==> config.mk <==
export PLATFORM = sky130hd
export DESIGN_NAME = pdcs_top
export DESIGN_NICKNAME = d
export VERILOG_FILES = /design/src/pdcs_pkg.sv /design/src/pdcs_err_if.sv /design/src/pdcs_err_log.sv /design/src/pdcs_top.sv
export SDC_FILE = /design/constraint.sdc
export NUM_CORES = 1
export LEC_CHECK = 0
export BUFFER_PORTS_ARGS = -buffer_cell sky130_fd_sc_hd__buf_2
export CAP_MARGIN = 20
export CELL_PAD_IN_SITES_DETAIL_PLACEMENT = 1
export CELL_PAD_IN_SITES_GLOBAL_PLACEMENT = 2
export CORE_MARGIN = 1.5
export CORE_UTILIZATION = 23
export DETAILED_ROUTE_END_ITERATION = 10
export HOLD_SLACK_MARGIN = 0.12
export PLACE_DENSITY_LB_ADDON = 0.12
export REMOVE_ABC_BUFFERS = 1
export SLEW_MARGIN = 20
export SYNTH_ARGS = -nofsm -noshare
export SYNTH_HDL_FRONTEND = slang
export SYNTH_HIERARCHICAL = 1
export SYNTH_SLANG_ARGS = --single-unit
==> constraint.sdc <==
create_clock -name mclk -period 0.95 [get_ports mclk]
set_clock_uncertainty 0.2 [all_clocks]
set_input_delay 0.0475 -clock mclk [delete_from_list [all_inputs] [get_ports mclk]]
set_output_delay 0.0475 -clock mclk [all_outputs]
set_load 0.02 [all_outputs]
==> src/pdcs_pkg.sv <==
// Constants for the device control and status register pair
package pdcs_pkg;
    // Register byte addresses
    localparam logic [11:0] PDCS_ADDR_WIDTH_DUMMY = 12'h000;
    localparam logic [11:0] PDCS_OFF_DEVCTL       = 12'h0E8;
    localparam logic [11:0] PDCS_OFF_IRQ_STAT     = 12'h200;
    localparam logic [11:0] PDCS_OFF_IRQ_MASK     = 12'h204;
    // Control half field positions
    localparam int          PDCS_CTL_EN_LSB       = 0;
    localparam int          PDCS_CTL_MPS_LSB      = 5;
    localparam int          PDCS_CTL_AUXPM_BIT    = 10;
    // Status half field positions
    localparam int          PDCS_STS_ERR_LSB      = 16;
    localparam int          PDCS_STS_AUXDET_BIT   = 20;
    // Error class count
    localparam int          PDCS_NERR             = 4;
    // Payload size codes: only 128 bytes supported
    localparam logic [2:0]  PDCS_MPS_SUPPORTED    = 3'h0;
    // Reset values
    localparam logic [3:0]  PDCS_EN_RST           = 4'h0;
    localparam logic [2:0]  PDCS_MPS_RST          = 3'h0;
    localparam logic        PDCS_AUXPM_RST        = 1'h0;
    localparam logic        PDCS_AUXDET_RST       = 1'h1;
    localparam logic [3:0]  PDCS_ERR_RST          = 4'h0;
    localparam logic [3:0]  PDCS_IRQ_MASK_RST     = 4'h0;
    localparam logic [31:0] PDCS_RDATA_RST        = 32'h0000_0000;
    // Logger sequencing
    typedef enum logic [0:0] {
        PDCS_LOG_IDLE = 1'b0,
        PDCS_LOG_SEEN = 1'b1
    } pdcs_log_e;
endpackage

==> src/pdcs_err_if.sv <==
// Carrier between register front end and error logger
`timescale 1ns/1ns
interface pdcs_err_if;
    logic [3:0] det;     // Error detect pulses
    logic [3:0] en;      // Reporting enables
    logic [3:0] clr;     // Write-one-to-clear mask, one cycle
    logic [3:0] status;  // Sticky detected flags
    logic [3:0] msg;     // Upstream message pulses
    modport logger (input det, input en, input clr, output status, output msg);
    modport front  (output det, output en, output clr, input status, input msg);
endinterface

==> src/pdcs_err_log.sv <==
// Error-detected flags and gated upstream error messages
`timescale 1ns/1ns
module pdcs_err_log
    import pdcs_pkg::*;
(
    input  wire logic   mclk,
    input  wire logic   resetn,
    pdcs_err_if.logger  eif
);
    typedef struct packed {
        logic [3:0] status;
        logic [3:0] msg;
        pdcs_log_e  seen;
    } pdcs_log_s;

    pdcs_log_s st_reg;
    pdcs_log_s st_next;

    // Detection always logs; message needs the enable
    always_comb begin
        st_next        = st_reg;
        // Set beats clear so a same-cycle error is never lost
        st_next.status = (st_reg.status & ~eif.clr) | eif.det;
        st_next.msg    = eif.det & eif.en;
        case (st_reg.seen)
            PDCS_LOG_IDLE: begin
                if (|eif.det) begin
                    st_next.seen = PDCS_LOG_SEEN;
                end
            end
            PDCS_LOG_SEEN: begin
                if (st_next.status == 4'h0) begin
                    st_next.seen = PDCS_LOG_IDLE;
                end
            end
            default: begin
                st_next.seen = PDCS_LOG_IDLE;
            end
        endcase
    end

    // State register
    always_ff @(posedge mclk or negedge resetn) begin
        if (!resetn) begin
            st_reg <= '{status: PDCS_ERR_RST, msg: 4'h0, seen: PDCS_LOG_IDLE};
        end else begin
            st_reg <= st_next;
        end
    end

    assign eif.status = st_reg.status;
    assign eif.msg    = st_reg.msg;

    genvar gi;
    for (gi = 0; gi < 4; gi++) begin : g_chk

    end
endmodule

==> src/pdcs_top.sv <==
// Device control and status register pair with error logging and interrupt
`timescale 1ns/1ns
module pdcs_top
    import pdcs_pkg::*;
(
    input  wire logic        mclk,
    input  wire logic        resetn,
    input  wire logic        por_resetn,
    input  wire logic [11:0] reg_addr,
    input  wire logic [31:0] reg_wdata,
    input  wire logic        reg_wr,
    input  wire logic        reg_rd,
    output logic      [31:0] reg_rdata,
    input  wire logic [3:0]  err_detect,
    input  wire logic        aux_pwr_present,
    output logic      [3:0]  err_msg,
    output logic      [2:0]  max_payload,
    output logic             aux_pm_enable,
    output logic             irq
);
    typedef struct packed {
        logic [3:0]  en;
        logic [2:0]  mps;
        logic        aux_det;
        logic [3:0]  irq_stat;
        logic [3:0]  irq_mask;
        logic [31:0] rdata;
    } pdcs_core_s;

    typedef struct packed {
        logic aux_pm;
    } pdcs_sticky_s;

    pdcs_core_s   core_reg;
    pdcs_core_s   core_next;
    pdcs_sticky_s stk_reg;
    pdcs_sticky_s stk_next;

    pdcs_err_if eif ();

    pdcs_err_log u_log (
        .mclk   (mclk),
        .resetn (resetn),
        .eif    (eif)
    );

    logic        wr_ctl;
    logic        wr_istat;
    logic        wr_imask;
    logic [2:0]  mps_wr;
    logic [31:0] ctl_word;

    // Address decode
    assign wr_ctl   = reg_wr && (reg_addr == PDCS_OFF_DEVCTL);
    assign wr_istat = reg_wr && (reg_addr == PDCS_OFF_IRQ_STAT);
    assign wr_imask = reg_wr && (reg_addr == PDCS_OFF_IRQ_MASK);

    // Clamp: only the 128-byte code exists, so any larger code folds down
    assign mps_wr = (reg_wdata[PDCS_CTL_MPS_LSB +: 3] > PDCS_MPS_SUPPORTED)
                  ? PDCS_MPS_SUPPORTED
                  : reg_wdata[PDCS_CTL_MPS_LSB +: 3];

    // Connect logger
    assign eif.det = err_detect;
    assign eif.en  = core_reg.en;
    assign eif.clr = wr_ctl ? reg_wdata[PDCS_STS_ERR_LSB +: 4] : 4'h0;

    // Dword image; constant-zero bits are fixed here, never stored
    always_comb begin
        ctl_word                                = 32'h0000_0000;
        ctl_word[PDCS_CTL_EN_LSB +: 4]          = core_reg.en;
        ctl_word[PDCS_CTL_MPS_LSB +: 3]         = core_reg.mps;
        ctl_word[PDCS_CTL_AUXPM_BIT]            = stk_reg.aux_pm;
        ctl_word[PDCS_STS_ERR_LSB +: 4]         = eif.status;
        ctl_word[PDCS_STS_AUXDET_BIT]           = core_reg.aux_det;
    end

    // Next state for function-reset domain
    always_comb begin
        core_next = core_reg;
        if (wr_ctl) begin
            core_next.en  = reg_wdata[PDCS_CTL_EN_LSB +: 4];
            core_next.mps = mps_wr;
        end
        // Follows the power sense pin every cycle
        core_next.aux_det  = aux_pwr_present;
        // Set wins over write-one-to-clear
        core_next.irq_stat = (core_reg.irq_stat
                             & ~(wr_istat ? reg_wdata[3:0] : 4'h0)) | err_detect;
        if (wr_imask) begin
            core_next.irq_mask = reg_wdata[3:0];
        end
        // Read data stands only in the cycle after the strobe
        core_next.rdata = 32'h0000_0000;
        if (reg_rd) begin
            case (reg_addr)
                PDCS_OFF_DEVCTL:   core_next.rdata = ctl_word;
                PDCS_OFF_IRQ_STAT: core_next.rdata = {28'h0000000, core_reg.irq_stat};
                PDCS_OFF_IRQ_MASK: core_next.rdata = {28'h0000000, core_reg.irq_mask};
                default:           core_next.rdata = 32'h0000_0000;
            endcase
        end
    end

    // Sticky enable: function reset leaves it; power-on reset or a control write of zero clears it
    always_comb begin
        stk_next = stk_reg;
        if (wr_ctl) begin
            stk_next.aux_pm = reg_wdata[PDCS_CTL_AUXPM_BIT];
        end
    end

    // Function reset domain
    always_ff @(posedge mclk or negedge resetn) begin
        if (!resetn) begin
            core_reg <= '{en: PDCS_EN_RST, mps: PDCS_MPS_RST, aux_det: PDCS_AUXDET_RST,
                          irq_stat: 4'h0, irq_mask: PDCS_IRQ_MASK_RST,
                          rdata: PDCS_RDATA_RST};
        end else begin
            core_reg <= core_next;
        end
    end

    // Power-on reset domain
    always_ff @(posedge mclk or negedge por_resetn) begin
        if (!por_resetn) begin
            stk_reg <= '{aux_pm: PDCS_AUXPM_RST};
        end else begin
            stk_reg <= stk_next;
        end
    end

    // Outputs
    assign reg_rdata     = core_reg.rdata;
    assign err_msg       = eif.msg;
    assign max_payload   = core_reg.mps;
    assign aux_pm_enable = stk_reg.aux_pm;
    assign irq           = |(core_reg.irq_stat & core_reg.irq_mask);
endmodule

==> metrics.cfg, run 1 <==
[sta]
setup_viol = 56
holdWs_ns = -0.206
finalMaxSlewViolations = 0
rsz0062_at_grt = true
fin_crit_sh_pct = 158
relSlewSlack_pct = 62.2
hold_viol = 10
fmax_ghz = 0.665
worst_slack_ns = -0.554
tightest_slew_ns = 0.565
period_needed_ns = 1.50

[power]
ir_drop_v = 0.000517
leakagePower_nw = 1.32
power.density_mw_per_mm2 = 1320

[clock_network]
clockRootBuffer = clkbuf_8
cts_sinks = 38
clkTransAtPathRegs_ns = 0.07
cts_tree = built
cts_buffers = 5
hold_buffers = 12
cts_max_level = 2
clock_path_buffers = 2
clock_latency_ns = 0.28

[yosys]
synth-seq-cells = 38
syn-cell-area_mm2 = 0.00187
synth_seq_area_share_pct = 50.9
yosysWarnings = 6
synth.avg_cell_area_um2 = 10.7
synth.distinct_cells = 30
synthCells = 174

[global_routing]
grt_pass1_vias = 1614
grt.overflow.total = 0
grt.total_usage_pct = 12.0
antenna_found_initial = 0
grt_pass1_wl_mm = 7.87
grt_start_max_net_pins = 34

[route]
drcViolationCount = 0
firstDrtPassIters = 4
wl_per_cell_um = 13.4
totalWireLength_mm = 4.75
viasPerCell = 4.01
drt_iter0_drc = 25
vias = 1421
ant_nets = 0

[critical_path]
start_kind = input port
cp-end-kind = flip-flop
critPathRequiredTime_ns = 0.92
path_class = input port to flip-flop
arrival_ns = 1.48
cp_max_fo = 4

[placed_design]
port_buffers = 52
place_hpwl_mm = 3.51
routabilityCongestion = 0.819
dpl_cell_area_mm2 = 0.00218
dp_slack_ns = -0.990

[die]
dieWidth_um = 93.2
core-area_mm2 = 0.00781
start_util_pct = 23.9
rows = 32
die_area_mm2 = 0.00868
pin_count = 95
die_h_um = 93.2

[layout]
diodes = 0
area_growth_pct = 47.0
largest_register_ffs = 13
final_cell_area_mm2 = 0.00275
fin_nets = 305
drive_gt1_share_pct = 48.8

[status]
violations = hold timing, setup timing
outcome = finished, violations left

[job]
cap_violations = 0

[worst_hold_path]
holdCritPathClass = input port to flip-flop

==> worst max-delay path: stages <==
cell and delay, ns:
buf_6 0.09, or4_4 0.57, nor4_4 0.32, nand2_4 0.13, mux2_4 0.31
==> synthesized netlist by cell type <==
master	number	area [um^2]
mux2_4	4	60.1
nor3_4	1	16.3
inv_1	12	45.0
a31oi_1	4	25.0
nand3_2	1	10.0
nand2_1	5	18.8
and2_1	20	125
or3_1	1	6.26
o211ai_1	1	7.51
a22oi_1	2	15.0
mux2_2	5	56.3
dfstp_2	1	26.3
nand2b_1	1	6.26
a21o_1	4	30.0
clkbuf_1	2	7.51
nor3b_1	1	7.51
nor4_4	1	21.3
nand2_4	1	11.3
a21oi_1	4	20.0
nand3_1	1	5.00
or2_2	1	6.26
o21ai_0	4	20.0
conb_1	1	3.75
and3_1	3	18.8
nor3_1	5	25.0
dfrtp_1	37	926
nand3b_1	5	37.5
nor2_1	10	37.5
or4_4	1	11.3
buf_4	35	263
==> power by group <==
group / switching [mW] / internal [mW]
Clock: 0.569 / 1.12
Combinational: 0.187 / 0.129
Sequential: 0.00203 / 1.62
==> cell families after synthesis <==
family / synth area share (%)
AND/OR/NAND/NOR: 19.5
buffers and inverters: 16.9
flip-flops: 50.9
AO/OA/AOI/OAI: 6.29
multiplexers: 6.22
other: 0.201
==> path summary, 6_finish.rpt <==
kind	cells after the start	slack [ns]	to	startpoint
worst max-delay path	5	-0.55	core_reg[34]$_DFFE_PN0P_	reg_addr[4]
worst min-delay path	2	-0.21	aux_pm_enable$_DFFE_PN0P_	reg_wdata[10]
worst max register to register	5	-0.39	reg_rdata[2]$_DFF_PN0_	core_reg[38]$_DFF_PN0_
worst min register to register	1	0.28	u_log/eif.status[2]$_DFF_PN0_	u_log/eif.status[2]$_DFF_PN0_
max in group asynchronous	3	0.07	aux_pm_enable$_DFFE_PN0P_	por_resetn
min in group asynchronous	2	-0.08	reg_rdata[16]$_DFF_PN0_	resetn
==> placed cells by master, fill, tap and decap left out, types with 2 or more instances in the layout <==
cell type      count
a21o_1             4
a21oi_2            4
a22oi_2            2
a31oi_1            4
and2_1            15
and2_4             5
and3_4             2
buf_12             2
buf_2             29
buf_4             22
buf_6             24
bufinv_16          2
clkbuf_8           6
conb_1            19
dfrtp_1           37
dlygate4sd3_1     12
inv_1              8
inv_2              4
mux2_2             5
mux2_4             4
nand2_2            4
nand3b_1           5
nor2_1            10
nor3_1             5
o21ai_0            4
==> repair_timing <==
item,4_1_cts,5_1_grt
gates resized for setup,61,11
hold endpoints to repair,67,21
pin swaps,12,14
buffers inserted,10,2
endpoints found under the setup margin,56,56
==> area by class of cell <==
class	instances	area, um^2
repair buffers	89	741
inverters	12	45.0
fillers	885	5060
clock buffers	6	82.6
well taps	102	128
clock inverters	2	60.1
multi-input cells	105	739
flip-flops and latches	38	952
==> routing by layer <==
metal  up-vias  wire length [um]  track usage, %
li1        667                 -               -
met3         7               239            2.52
met5         -                 0               0
met4         0                87            4.55
met1       689              2110            14.1
met2        58              2310            21.3
==> through the flow <==
| stage | utilization (%) | std cells | power (mW) | TNS [ns] |
|---|---|---|---|---|
| after global placement | 28.0 | 323 | 1.92 | -28.17 |
| after CTS | 34.8 | 353 | 3.69 | -18.69 |
| after global routing | 35.2 | 354 | 3.79 | -21.30 |
| after detailed placement | 28.0 | 323 | 1.93 | -28.99 |
| final | 35.2 | 354 | 3.63 | -19.10 |
| after floorplan | - | 155 | 1.76 | -20.00 |
(Power assumes the default switching activity.)
==> run 2, diff against run 1 <==
--- a/config.mk
+++ b/config.mk
@@ -8,9 +8,9 @@
 export BUFFER_PORTS_ARGS = -buffer_cell sky130_fd_sc_hd__buf_2
 export CAP_MARGIN = 20
 export CELL_PAD_IN_SITES_DETAIL_PLACEMENT = 1
-export CELL_PAD_IN_SITES_GLOBAL_PLACEMENT = 2
+export CELL_PAD_IN_SITES_GLOBAL_PLACEMENT = 1
 export CORE_MARGIN = 1.5
-export CORE_UTILIZATION = 23
+export CORE_UTILIZATION = 30
 export DETAILED_ROUTE_END_ITERATION = 10
 export HOLD_SLACK_MARGIN = 0.12
 export PLACE_DENSITY_LB_ADDON = 0.12
==> metrics.cfg, run 2 (synthesized netlist as in run 1, its figures left out) <==
[status]
outcome = finished, violations left
violations = hold timing, setup timing

[clock_network]
hold_buffers = 12  ; unchanged
cts_tree = built
clkTransAtPathRegs_ns = 0.07  ; about the same
cts_sinks = 38  ; unchanged
cts_buffers = 5  ; unchanged
clockRootBuffer = clkbuf_8
clock_latency_ns = 0.29  ; about the same
cts_max_level = 2  ; unchanged
clock_path_buffers = 2  ; unchanged

[power]
total_power_mw = 3.07  ; -15%
leakagePower_nw = 1.33  ; +0.81%
ir_drop_v = 0.000497  ; -3.9%
power.density_mw_per_mm2 = 1140  ; -14%

[global_routing]
grt_pass1_vias = 1571  ; -2.7%
grt.total_usage_pct = 15.4  ; +3.4 points
grt.overflow.total = 0  ; unchanged
grt_start_max_net_pins = 26  ; -24%
grt_pass1_wl_mm = 7.51  ; -4.6%
antenna_found_initial = 0  ; unchanged

[sta]
hold_viol = 8  ; -2
setup_viol = 55  ; -1.8%
setup_tns_ns = -18.94  ; +0.159 ns
holdWs_ns = -0.191  ; +0.0145 ns
finalMaxSlewViolations = 0  ; unchanged
fin_crit_sh_pct = 161  ; +3.0 points
period_needed_ns = 1.53  ; +0.0286 ns
worst_slack_ns = -0.582  ; -0.0286 ns
fmax_ghz = 0.653  ; -1.9%
rsz0062_at_grt = true

[layout]
finish.utilization_pct = 45.2  ; +10 points
diodes = 0  ; unchanged
final_common_cell = dfrtp_1
fin_cells = 334  ; -5.6%
area_growth_pct = 44.0
fin_nets = 312  ; +2.3%
drive_gt1_share_pct = 49.4  ; +0.61 points
final_cell_mix = dfrtp_1 (37), buf_2 (30), buf_6 (27), buf_4 (27), conb_1 (19)
largest_register_ffs = 13  ; unchanged
final_cell_area_mm2 = 0.00269  ; -2.0%

[route]
vias = 1451  ; +2.1%
totalWireLength_mm = 4.53  ; -4.6%
ant_nets = 0  ; unchanged
firstDrtPassIters = 4  ; unchanged
drcViolationCount = 0  ; unchanged
wl_per_cell_um = 13.6  ; +1.1%
drt_iter0_drc = 40  ; +60%
viasPerCell = 4.34  ; +8.2%

[critical_path]
cp_slowest_cell = or4_4
rr_endpoint = reg_rdata[1]$_DFF_PN0_
slowest_delay_ns = 0.55  ; -0.02 ns
critPathRequiredTime_ns = 0.92  ; about the same
start_kind = input port
rrSetupSlack_ns = -0.36  ; +0.03 ns
cp-end-kind = flip-flop
crit_chain = buf_6 > or4_4 > buf_4 > nor4_4 > nand2_4 > mux2_4
setup.worst_path.end = core_reg[33]$_DFFE_PN0P_
cp_max_fo = 4  ; unchanged
ff2ff_path_depth = 5  ; unchanged
path_class = input port to flip-flop
critPathLaunch = reg_addr[4]
arrival_ns = 1.50  ; +0.02 ns
rr_startpoint = core_reg[37]$_DFF_PN0_

[die]
die_h_um = 81.9  ; -12%
dieWidth_um = 81.9  ; -12%
pin_count = 95  ; unchanged
rows = 28  ; -13%
die_area_mm2 = 0.00671  ; -23%
core-area_mm2 = 0.00596  ; -24%
start_util_pct = 31.4  ; +7.4 points

[job]
cap_violations = 0  ; unchanged

[placed_design]
port_buffers = 52  ; unchanged
dp_slack_ns = -0.992  ; -0.00176 ns
place_hpwl_mm = 3.16  ; -10%
dpl_cell_area_mm2 = 0.00215  ; -1.7%
routabilityCongestion = 0.789  ; -3.7%
numPlacedInstances = 299  ; -7.4%

[worst_hold_path]
holdCritPathClass = input port to flip-flop

==> run 2: worst min path at each step <==
stage | start | endpoint | slack, ns | cells after the start
after floorplan | por_resetn | aux_pm_enable$_DFFE_PN0P_ | -0.45 | 0
after global placement | por_resetn | aux_pm_enable$_DFFE_PN0P_ | -0.38 | 1
after detailed placement | por_resetn | aux_pm_enable$_DFFE_PN0P_ | -0.37 | 1
after CTS | reg_wdata[10] | aux_pm_enable$_DFFE_PN0P_ | -0.20 | 2
after global routing | reg_wdata[10] | aux_pm_enable$_DFFE_PN0P_ | -0.20 | 2
final | reg_wdata[10] | aux_pm_enable$_DFFE_PN0P_ | -0.19 | 2
==> run 2: critical path: cells and delay by family <==
family	cells	cell delay (ns)
multiplexers	1	0.31
buffers and inverters	2	0.25
AND/OR/NAND/NOR	3	0.90
==> run 2: area by class of cell <==
| type | count | area [um^2] |
|---|---|---|
| Clock buffer | 8 | 90.1 |
| Inverter | 12 | 45.0 |
| Timing Repair Buffer | 96 | 777 |
| Multi-Input combinational cell | 105 | 734 |
| Tap cell | 75 | 93.8 |
| Sequential cell | 38 | 952 |
| Fill cell | 678 | 3260 |
==> run 2: power by group <==
group / internal [mW] / switching (mW)
Sequential: 1.62 / 0.00202
Combinational: 0.128 / 0.185
Clock: 0.592 / 0.539
Total: 2.34 / 0.726
==> run 2: metal layers <==
metal / wire, um / global-route usage [%] / vias to the layer above
met1: 1820 / 17.4 / 703
met4: 75 / 6.10 / 0
met5: 0 / 0 / -
met2: 2360 / 27.7 / 60
li1: - / - / 682
met3: 279 / 3.67 / 6
==> run 2: timing repair <==
item	CTS	global route
setup buffers	12	3
hold endpoints to repair	68	31
gates cloned	1	0
setup endpoints to repair	57	57
pin swaps	14	8
gates resized for setup	64	11
